File: config.mk
export PLATFORM = sky130hd
export DESIGN_NAME = cit_timer
export DESIGN_NICKNAME = d
export VERILOG_FILES = /design/src/hw/cit_pkg.sv /design/src/hw/cit_timer.sv
export SDC_FILE = /design/constraint.sdc
export NUM_CORES = 2
export LEC_CHECK = 0
export BUFFER_PORTS_ARGS = -buffer_cell sky130_fd_sc_hd__buf_2
export CELL_PAD_IN_SITES_DETAIL_PLACEMENT = 0
export CELL_PAD_IN_SITES_GLOBAL_PLACEMENT = 1
export CORE_ASPECT_RATIO = 0.75
export CORE_MARGIN = 2
export CORE_UTILIZATION = 30
export DETAILED_ROUTE_END_ITERATION = 8
export PLACE_DENSITY_LB_ADDON = 0.1
export SKIP_CTS_REPAIR_TIMING = 1
export SLEW_MARGIN = 5
export SYNTH_ARGS = -nofsm -noshare
export SYNTH_HDL_FRONTEND = slang
export SYNTH_SLANG_ARGS = --single-unit
File: constraint.sdc
create_clock -name sys_clk_i -period 11.3 [get_ports sys_clk_i]
set_input_delay 2.26 -clock sys_clk_i [delete_from_list [all_inputs] [get_ports sys_clk_i]]
set_output_delay 2.26 -clock sys_clk_i [all_outputs]
set_load 0.05 [all_outputs]
File: src/hw/cit_pkg.sv
// Shared constants, register layouts and types of the interval timer.
package cit_pkg;
    localparam int          CLK_NS        = 10;
    localparam int          MS_NS         = 1000000;
    localparam int          MS_CYC        = MS_NS / CLK_NS;
    localparam int          MS_PER_S      = 1000;
    localparam int          T_TIMER_RST_MS = 3000;
    localparam int          T_TOTAL_RST_MS = 10000;
    localparam int          T_EXT_SLOW_MS = 1000;
    localparam int          T_EXT_FAST_MS = 2;
    localparam int          S_PER_HR      = 3600;
    localparam logic [3:0]  FLAG_S        = 4'h1;
    localparam logic [3:0]  FLAG_PERIOD_S = 4'h5;
    localparam logic [7:0]  A_CTRL        = 8'h00;
    localparam logic [7:0]  A_SETPOINT    = 8'h04;
    localparam logic [7:0]  A_CYCLES      = 8'h08;
    localparam logic [7:0]  A_GAP         = 8'h0C;
    localparam logic [7:0]  A_OUT0        = 8'h10;
    localparam logic [7:0]  A_OUT1        = 8'h14;
    localparam logic [7:0]  A_OUT2        = 8'h18;
    localparam logic [7:0]  A_TOTAL_CLR   = 8'h1C;
    localparam logic [7:0]  A_ELAPSED     = 8'h20;
    localparam logic [7:0]  A_TOTAL       = 8'h24;
    localparam logic [7:0]  A_STATE       = 8'h28;
    localparam logic [7:0]  A_READOUT     = 8'h2C;
    localparam logic [31:0] CLEAR_KEY     = 32'h0000_5A5A;
    localparam logic [31:0] CTRL_RST      = 32'h0000_044C;
    localparam logic [2:0]  SRC_LOCAL     = 3'h4;
    localparam logic [1:0]  PF_IDLE       = 2'h0;
    localparam logic [1:0]  PF_PAUSE      = 2'h1;
    localparam logic [1:0]  RD_OFF        = 2'h0;
    localparam logic [1:0]  RD_PERIODIC   = 2'h2;

    typedef enum logic [4:0] {
        ST_RESET = 5'h01,
        ST_RUN   = 5'h02,
        ST_DELAY = 5'h04,
        ST_PAUSE = 5'h08,
        ST_DONE  = 5'h10
    } cit_state_t;

    typedef struct packed {
        logic [17:0] rsvd;
        logic [1:0]  units;
        logic [1:0]  readout;
        logic        repeat_en;
        logic        ext_fast;
        logic        total_rst_en;
        logic        timer_rst_en;
        logic [1:0]  pf_policy;
        logic        count_down;
        logic [2:0]  source;
    } cit_ctrl_t;

    typedef struct packed {
        logic [7:0]  rsvd;
        logic [15:0] delay;
        logic [2:0]  off_st;
        logic [2:0]  on_st;
        logic        invert;
        logic        enable;
    } cit_out_cfg_t;

    typedef struct packed {
        logic        active;
        logic        pending;
        logic [15:0] cnt;
    } cit_out_run_t;
endpackage

File: src/hw/cit_timer.sv
// Interval timer core with register port, state machine and outputs.
// Summary of operation
// - Five start/stop sources: A/b high, A/b low, A high/low, A low/high, buttons.
// - Direction bit picks counting up to setpoint or down to zero.
// - Start events are ignored while the setpoint is zero.
// - Idle policy: after power returns, sit complete holding the value.
// - Pause policy: after power returns, sit paused if running or in the gap; a start resumes.
// - Continue policy: timing carries on by itself after power returns.
// - Timer-reset combo held over three seconds reloads the timer.
// - Total-reset combo held over ten seconds clears the run total.
// - External contact resets only after closure of 1 s or 2 ms.
// - Status output turns on entering a chosen state; polarity reversible.
// - Status output turns off entering a second chosen state.
// - Status output activates after a configurable on-delay.
// - Status enable gates the output and keeps its settings.
// - Control output 1 turns on at a chosen state, invertible, enabled.
// - Control output 1 turns off at a second chosen state.
// - Control output 1 closes after an on-delay in seconds.
// - Control output 2 behaves as an independent copy of output 1.
// - Repeat feature runs the period a set number of times, switchable.
// - A restart gap separates successive repeated periods.
// - Elapsed time formats h:m:s, h:m, m:s or s; total in hours.
// - Lower readout shows setpoint, or cycles, gap countdown and phase flag.
// - Writing the confirmation key clears the run total for good.
// - Reset state stops the timer loaded with zero or the setpoint.
// - Stop pauses running or gap; start returns to the paused-from state.
`timescale 1ns/100ps
module cit_timer
    import cit_pkg::*;
#(
    parameter int MS_CYCLES = MS_CYC
)
(
    // Clock and reset.
    input  wire logic        sys_clk_i,
    input  wire logic        reset_i,
    // Register port.
    input  wire logic [7:0]  addr_i,
    input  wire logic [31:0] wr_data_i,
    input  wire logic        wr_i,
    input  wire logic        rd_i,
    output logic      [31:0] rd_data_o,
    // Conditioned sensor inputs, buttons and contacts.
    input  wire logic        in_a_i,
    input  wire logic        in_b_i,
    input  wire logic        btn_start_i,
    input  wire logic        btn_stop_i,
    input  wire logic        btn_timer_rst_i,
    input  wire logic        btn_total_rst_i,
    input  wire logic        display_mode_i,
    input  wire logic        ext_reset_i,
    input  wire logic        power_fail_i,
    // Outputs.
    output logic             status_o,
    output logic      [1:0]  relay_o,
    output logic      [4:0]  timer_state_o,
    output logic      [31:0] lower_readout_o,
    output logic             phase_flag_o
);

    typedef struct packed {
        cit_ctrl_t               ctrl;
        logic [23:0]             setpoint;
        logic [6:0]              cyc_req;
        logic [15:0]             gap;
        cit_out_cfg_t [2:0]      ocfg;
        cit_out_run_t [2:0]      orun;
        cit_state_t              st;
        cit_state_t              prev;
        logic [23:0]             value;
        logic [6:0]              cyc_done;
        logic [15:0]             gap_left;
        logic [11:0]             tot_sec;
        logic [19:0]             tot_hr;
        logic [16:0]             ms_cnt;
        logic [9:0]              ms_of_s;
        logic                    a_q;
        logic                    b_q;
        logic                    pf_q;
        logic [13:0]             hold_t;
        logic [13:0]             hold_g;
        logic [9:0]              ext_ms;
        logic [3:0]              flag_cnt;
        logic [3:0]              per_cnt;
        logic [2:0]              outs;
        logic [31:0]             lower;
        logic                    flag;
        logic [31:0]             rdata;
    } cit_regs_t;

    cit_regs_t  q;
    cit_regs_t  n;
    logic       ms_tick;
    logic       sec;
    logic       start_ev;
    logic       stop_ev;
    logic       rst_ev;
    logic       ended;
    logic [23:0] load_val;
    logic [9:0] ext_lim;

    function automatic cit_state_t st_of(input logic [2:0] idx);
        case (idx)
            3'h0:    st_of = ST_RESET;
            3'h1:    st_of = ST_RUN;
            3'h2:    st_of = ST_DELAY;
            3'h3:    st_of = ST_PAUSE;
            default: st_of = ST_DONE;
        endcase
    endfunction

    function automatic logic [23:0] fmt_time(input logic [23:0] v,
                                             input logic [1:0]  u);
        logic [23:0] h;
        logic [23:0] m;
        logic [23:0] s;
        logic [23:0] tm;
        h  = v / 24'(S_PER_HR);
        tm = v / 24'h00003C;
        m  = tm % 24'h00003C;
        s  = v % 24'h00003C;
        case (u)
            2'h0:    fmt_time = {h[7:0], m[7:0], s[7:0]};
            2'h1:    fmt_time = {h[7:0], m[7:0], 8'h00};
            2'h2:    fmt_time = {8'h00, tm[7:0], s[7:0]};
            default: fmt_time = v;
        endcase
    endfunction

    always_comb
    begin
        n         = q;
        n.rdata   = 32'h0000_0000;
        ms_tick   = (q.ms_cnt == 17'(MS_CYCLES - 1));
        n.ms_cnt  = ms_tick ? 17'h00000 : q.ms_cnt + 17'h00001;
        sec       = 1'b0;
        if (ms_tick)
        begin
            sec       = (q.ms_of_s == 10'(MS_PER_S - 1));
            n.ms_of_s = sec ? 10'h000 : q.ms_of_s + 10'h001;
        end
        sec       = sec & ~power_fail_i;
        n.a_q     = in_a_i;
        n.b_q     = in_b_i;
        n.pf_q    = power_fail_i;
        load_val  = q.ctrl.count_down ? q.setpoint : 24'h000000;
        // Start and stop event decode.
        case (q.ctrl.source)
            3'h0:
            begin
                start_ev = in_a_i & ~q.a_q;
                stop_ev  = in_b_i & ~q.b_q;
            end
            3'h1:
            begin
                start_ev = ~in_a_i & q.a_q;
                stop_ev  = ~in_b_i & q.b_q;
            end
            3'h2:
            begin
                start_ev = in_a_i & ~q.a_q;
                stop_ev  = ~in_a_i & q.a_q;
            end
            3'h3:
            begin
                start_ev = ~in_a_i & q.a_q;
                stop_ev  = in_a_i & ~q.a_q;
            end
            default:
            begin
                start_ev = btn_start_i;
                stop_ev  = btn_stop_i;
            end
        endcase
        start_ev = start_ev & (q.setpoint != 24'h000000) & ~power_fail_i;
        stop_ev  = stop_ev & ~power_fail_i;
        // Front-panel hold timers fire once per hold.
        rst_ev = 1'b0;
        if (display_mode_i & btn_timer_rst_i & q.ctrl.timer_rst_en)
        begin
            if (ms_tick & (q.hold_t <= 14'(T_TIMER_RST_MS)))
            begin
                n.hold_t = q.hold_t + 14'h0001;
                rst_ev   = (q.hold_t == 14'(T_TIMER_RST_MS));
            end
        end
        else
        begin
            n.hold_t = 14'h0000;
        end
        if (display_mode_i & btn_total_rst_i & q.ctrl.total_rst_en)
        begin
            if (ms_tick & (q.hold_g <= 14'(T_TOTAL_RST_MS)))
            begin
                n.hold_g = q.hold_g + 14'h0001;
                if (q.hold_g == 14'(T_TOTAL_RST_MS))
                begin
                    n.tot_sec = 12'h000;
                    n.tot_hr  = 20'h00000;
                end
            end
        end
        else
        begin
            n.hold_g = 14'h0000;
        end
        // External contact qualification.
        ext_lim = q.ctrl.ext_fast ? 10'(T_EXT_FAST_MS) : 10'(T_EXT_SLOW_MS);
        if (ext_reset_i)
        begin
            if (ms_tick & (q.ext_ms < ext_lim))
            begin
                n.ext_ms = q.ext_ms + 10'h001;
                if (q.ext_ms == ext_lim - 10'h001)
                begin
                    rst_ev = 1'b1;
                end
            end
        end
        else
        begin
            n.ext_ms = 10'h000;
        end
        // Timer state machine.
        ended = q.ctrl.count_down ? (q.value <= 24'h000001)
                                  : (q.value + 24'h000001 >= q.setpoint);
        if (q.pf_q & ~power_fail_i)
        begin
            if (q.ctrl.pf_policy == PF_IDLE)
            begin
                n.st = ST_DONE;
            end
            else if (q.ctrl.pf_policy == PF_PAUSE)
            begin
                if ((q.st == ST_RUN) | (q.st == ST_DELAY))
                begin
                    n.prev = q.st;
                    n.st   = ST_PAUSE;
                end
            end
        end
        else if (rst_ev)
        begin
            n.st       = ST_RESET;
            n.value    = load_val;
            n.cyc_done = 7'h00;
        end
        else
        begin
            // Continue policy needs no action: state and value persist.
            case (q.st)
                ST_RESET:
                begin
                    n.value    = load_val;
                    n.cyc_done = 7'h00;
                    if (start_ev)
                    begin
                        n.st = ST_RUN;
                    end
                end
                ST_RUN:
                begin
                    if (stop_ev)
                    begin
                        n.prev = ST_RUN;
                        n.st   = ST_PAUSE;
                    end
                    else if (sec)
                    begin
                        if (q.tot_sec == 12'(S_PER_HR - 1))
                        begin
                            n.tot_sec = 12'h000;
                            n.tot_hr  = q.tot_hr + 20'h00001;
                        end
                        else
                        begin
                            n.tot_sec = q.tot_sec + 12'h001;
                        end
                        n.value = q.ctrl.count_down ? q.value - 24'h000001
                                                    : q.value + 24'h000001;
                        if (ended)
                        begin
                            n.cyc_done = q.cyc_done + 7'h01;
                            if (q.ctrl.repeat_en & ((q.cyc_req == 7'h00) |
                                (q.cyc_done + 7'h01 < q.cyc_req)))
                            begin
                                n.st       = ST_DELAY;
                                n.gap_left = q.gap;
                            end
                            else
                            begin
                                n.st = ST_DONE;
                            end
                        end
                    end
                end
                ST_DELAY:
                begin
                    if (stop_ev)
                    begin
                        n.prev = ST_DELAY;
                        n.st   = ST_PAUSE;
                    end
                    else if (sec)
                    begin
                        if (q.gap_left <= 16'h0001)
                        begin
                            n.gap_left = 16'h0000;
                            n.st       = ST_RUN;
                            n.value    = load_val;
                        end
                        else
                        begin
                            n.gap_left = q.gap_left - 16'h0001;
                        end
                    end
                end
                ST_PAUSE:
                begin
                    if (start_ev)
                    begin
                        n.st = q.prev;
                    end
                end
                ST_DONE:
                begin
                    n.st = ST_DONE;
                end
                default:
                begin
                    n.st = ST_RESET;
                end
            endcase
        end
        // Status and control outputs share one behaviour.
        for (int k = 0; k < 3; k++)
        begin
            if ((n.st != q.st) & (n.st == st_of(q.ocfg[k].off_st)))
            begin
                n.orun[k].active  = 1'b0;
                n.orun[k].pending = 1'b0;
            end
            else if ((n.st != q.st) & (n.st == st_of(q.ocfg[k].on_st)))
            begin
                n.orun[k].pending = 1'b1;
                n.orun[k].cnt     = q.ocfg[k].delay;
            end
            else if (q.orun[k].pending)
            begin
                if (q.orun[k].cnt == 16'h0000)
                begin
                    n.orun[k].active  = 1'b1;
                    n.orun[k].pending = 1'b0;
                end
                else if (sec)
                begin
                    n.orun[k].cnt = q.orun[k].cnt - 16'h0001;
                end
            end
            n.outs[k] = q.ocfg[k].enable &
                        (q.orun[k].active ^ q.ocfg[k].invert);
        end
        // Lower readout and phase flag.
        if ((n.st != q.st) & ((n.st == ST_RUN) | (n.st == ST_DELAY)))
        begin
            n.flag_cnt = FLAG_S;
            n.per_cnt  = 4'h0;
        end
        else if (sec)
        begin
            if (q.flag_cnt != 4'h0)
            begin
                n.flag_cnt = q.flag_cnt - 4'h1;
            end
            n.per_cnt = q.per_cnt + 4'h1;
            if ((q.ctrl.readout == RD_PERIODIC) &
                (q.per_cnt + 4'h1 >= FLAG_PERIOD_S))
            begin
                n.per_cnt  = 4'h0;
                n.flag_cnt = FLAG_S;
            end
        end
        if (q.ctrl.readout == RD_OFF)
        begin
            n.lower = 32'h0000_0000;
            n.flag  = 1'b0;
        end
        else if (!q.ctrl.repeat_en)
        begin
            n.lower = {8'h00, fmt_time(q.setpoint, q.ctrl.units)};
            n.flag  = 1'b0;
        end
        else
        begin
            n.flag  = (q.flag_cnt != 4'h0) &
                      ((q.st == ST_RUN) | (q.st == ST_DELAY));
            n.lower = (q.st == ST_DELAY) ?
                      {8'h80, fmt_time({8'h00, q.gap_left}, q.ctrl.units)} :
                      {16'h0000, 1'b0, q.cyc_req, 1'b0, q.cyc_done};
        end
        // Register writes.
        if (wr_i)
        begin
            case (addr_i)
                A_CTRL:     n.ctrl     = cit_ctrl_t'({18'h00000,
                                                     wr_data_i[13:0]});
                A_SETPOINT: n.setpoint = wr_data_i[23:0];
                A_CYCLES:   n.cyc_req  = wr_data_i[6:0];
                A_GAP:      n.gap      = wr_data_i[15:0];
                A_OUT0:     n.ocfg[0]  = cit_out_cfg_t'({8'h00,
                                                        wr_data_i[23:0]});
                A_OUT1:     n.ocfg[1]  = cit_out_cfg_t'({8'h00,
                                                        wr_data_i[23:0]});
                A_OUT2:     n.ocfg[2]  = cit_out_cfg_t'({8'h00,
                                                        wr_data_i[23:0]});
                A_TOTAL_CLR:
                begin
                    if (wr_data_i == CLEAR_KEY)
                    begin
                        n.tot_sec = 12'h000;
                        n.tot_hr  = 20'h00000;
                    end
                end
                default:
                begin
                    n.rdata = 32'h0000_0000;
                end
            endcase
        end
        // Register reads answer in the next cycle.
        if (rd_i)
        begin
            case (addr_i)
                A_CTRL:     n.rdata = q.ctrl;
                A_SETPOINT: n.rdata = {8'h00, q.setpoint};
                A_CYCLES:   n.rdata = {25'h0000000, q.cyc_req};
                A_GAP:      n.rdata = {16'h0000, q.gap};
                A_OUT0:     n.rdata = q.ocfg[0];
                A_OUT1:     n.rdata = q.ocfg[1];
                A_OUT2:     n.rdata = q.ocfg[2];
                A_ELAPSED:  n.rdata = {8'h00,
                                       fmt_time(q.value, q.ctrl.units)};
                A_TOTAL:    n.rdata = {12'h000, q.tot_hr};
                A_STATE:    n.rdata = {4'h0, q.gap_left, q.cyc_done,
                                       q.st};
                A_READOUT:  n.rdata = q.lower;
                default:    n.rdata = 32'h0000_0000;
            endcase
        end
    end

    always_ff @(posedge sys_clk_i)
    begin
        if (reset_i)
        begin
            q          <= '0;
            q.ctrl     <= cit_ctrl_t'(CTRL_RST);
            q.st       <= ST_RESET;
            q.prev     <= ST_RUN;
        end
        else
        begin
            q <= n;
        end
    end

    assign rd_data_o       = q.rdata;
    assign status_o        = q.outs[0];
    assign relay_o         = q.outs[2:1];
    assign timer_state_o   = q.st;
    assign lower_readout_o = q.lower;
    assign phase_flag_o    = q.flag;

endmodule

==> flow_metrics.tcl <==
set metrics [dict create \
    outcome "complete, no violations" \
    cpMaxStageDelayCell "or4_4" \
    finish.cell_count_without_fillers 6551 \
    syn_area_um2 36100 \
    setup_ws_ns 0.721 \
    synth.area.top_cells "dfxtp_1 (23%), nand2_1 (6.7%), a21oi_1 (5.9%), nor2_1 (5.2%), o21ai_0 (3.7%)" \
    drc_errors 0 \
    ant_nets 0 \
    maxCapViolations 0 \
    syn-mean-instance-area_um2 7.17 \
    final.setup.tns_ns 0 \
    pwr_density_cell_nw_per_um2 163 \
    post_synth_arst_share_pct 0 \
    worstMarginPinSlew_ns 1.13 \
    cts_inserted_buffers 51 \
    cp_num_buf_inv 2 \
    synth_largest_type_area_fraction_pct 22.7 \
    cts.sink_count 410 \
    worst-endpoint-required_ns 11.87 \
    grt_remaining_overflow 0 \
    worst_skew_late_latency_ns 0.66 \
    critPathArrivalTime_ns 11.14 \
    yosys_most_used_dff "dfxtp_1" \
    first_drt_pass_iteration_count 8 \
    area_growth_syn_to_layout_pct 9.37 \
    rows 110 \
    drt-wirelength-per-cell_um 24.3 \
    cts_tree "done" \
    rsz0062_at_grt "no" \
    totalWireLength_um 159000 \
    synth_instances 5036 \
    min-delay-path-class "flop to flop" \
    synth_area_leader_cell "dfxtp_1" \
    floorplan.initialDensity_pct 30.2 \
    initial_antenna_violation_count 13 \
    root_buffer "clkbuf_16" \
    max_clock_freq_mhz 94.5 \
    placement.io_buffers 115 \
    grt_start_max_net_pins 85 \
    synth_common_cells "nand2_1 (649), nor2_1 (501), a21oi_1 (425)" \
    drt_iter0_markers 4035 \
    crit_path_start_kind "flop" \
    cts.path.max_buffers 3 \
    peakVddDrop_uv 272 \
    cts-htree-levels 2 \
    tcrit_tclk_final_pct 93.6 \
    drive_above_1_share_pct 11.8 \
    layout.nets 5052 \
    groute.usage.overall_pct 24.9 \
    rel_slew_slack_pct 24.6 \
    top_level_ports 126 \
    synth_seq_area_share_pct 22.7 \
    critical_path.max_stage_delay_ns 0.72 \
    die_area_um2 123000 \
    fp.dieW_um 405 \
    vias_per_cell 5.87 \
    ys_ff_latch 410 \
    path_clk_slew_ns 0.07 \
    chipHeight_um 305 \
    grt_pass1_wl_um 236000 \
    path_common_cell "nor4_1" \
    timing.final.hold_violations 0 \
    timing_worst_setup_path_type "flop to flop" \
    p_leak_nw 13.6 \
    gate_family_responsible_for_the_most_delay_along_the_worst_path "compound AO/OA/AOI/OAI gates" \
    numPlacedInstances 6450 \
    worstSetupEndpointType "flop" \
    most_frequently_used_cell_type_in_the_post_synthesis_netlist "nand2_1" \
    critPathMaxFanout 13 \
    timing_max_transition_violations_final 0 \
    core_area_um2 120000 \
    total_number_of_yosys_warnings 0 \
    synth_enable_flop_cells 0 \
    setup_violations 0 \
    dp_hpwl_um 120000 \
    final_period_minus_worst_setup_slack_ns 10.58 \
    timing.clock.skew_ns 0.0414 \
    detailedPlace.worstSlack_ns 0.451 \
    via_count_of_the_first_global_routing_pass 34900 \
    gpl.final_weighted_congestion 0.907 \
    num_vias 38400 \
    synth.distinct_cells 144 \
]
registers in the layout, indices dropped and copies added, names as in the netlist:
| name | flops |
|---|---|
| status_o | 1 |
| phase_flag_o | 1 |
| lower_readout_o | 25 |
| relay_o | 2 |
| timer_state_o | 5 |
| q | 347 |
| rd_data_o | 29 |
per-layer routing:
metal	global-route usage (%)	wire length, um	vias up
met5	0	32	-
met4	5.20	3390	4
met3	3.01	9810	154
met2	36.6	66600	1190
met1	38.2	79600	18700
li1	-	-	18400
metrics by stage:
stage	power (mW)	hold WS, ns	area [um2]	util (%)
2_1_floorplan	3.90	0.424	36200	-
3_3_place_gp	4.67	0.443	37600	31.4
3_5_place_dp	4.62	0.452	37600	31.4
4_1_cts	6.43	0.463	39400	32.9
5_1_grt	6.85	0.473	39500	33.0
6_report	6.46	0.460	39500	33.0
cells in the final DEF (no fill, tap or decap), types with 85 or more instances in the layout:
cell and count:
o21ai_0 267, dfxtp_1 407, a211oi_1 114, buf_2 114, nand3_1 140, inv_1 105
nand2_1 649, buf_4 125, a21oi_1 424, a22oi_1 85, xnor2_1 147, nor3_1 137
nor2_1 492
worst min-delay path, stage by stage, from the launching register on:
cell     delay, ns
dfxtp_1       0.31
inv_1         0.06
nor2_1        0.04
final cells by class:
type / instances / area (um2)
Multi-Input combinational cell: 4115 / 25600
Tap cell: 1568 / 1960
Antenna cell: 3 / 7.51
Inverter: 119 / 447
Clock buffer: 65 / 1420
Sequential cell: 410 / 8210
Clock inverter: 31 / 354
Fill cell: 13000 / 80200
Timing Repair Buffer: 240 / 1520
worst paths after layout:
kind / start / to / slack [ns] / depth (start not counted)
worst max-delay path: q[215]$_SDFFE_PP0P_ / rd_data_o[13]$_SDFF_PP0_ / 0.72 / 33
worst min-delay path: q[113]$_SDFFE_PP0P_ / q[113]$_SDFFE_PP0P_ / 0.46 / 2
worst max register to register: q[215]$_SDFFE_PP0P_ / rd_data_o[13]$_SDFF_PP0_ / 0.72 / 33
worst min register to register: q[113]$_SDFFE_PP0P_ / q[113]$_SDFFE_PP0P_ / 0.46 / 2
cell families after synthesis:
| family | count (synthesis) | synth area share, % |
|---|---|---|
| multiplexers | 68 | 1.99 |
| AO/OA/AOI/OAI | 1679 | 32.3 |
| flip-flops | 410 | 22.7 |
| buffers and inverters | 520 | 7.00 |
| adder cells (fa/ha/maj) | 81 | 2.68 |
| XOR/XNOR | 226 | 5.50 |
| other | 1 | 0.0104 |
| AND/OR/NAND/NOR | 2051 | 27.8 |
power breakdown:
group	internal, mW	switching (mW)
Combinational	1.14	2.01
Sequential	1.47	0.0400
Clock	1.02	0.775
No activity file was read; power rests on OpenSTA's default activity.
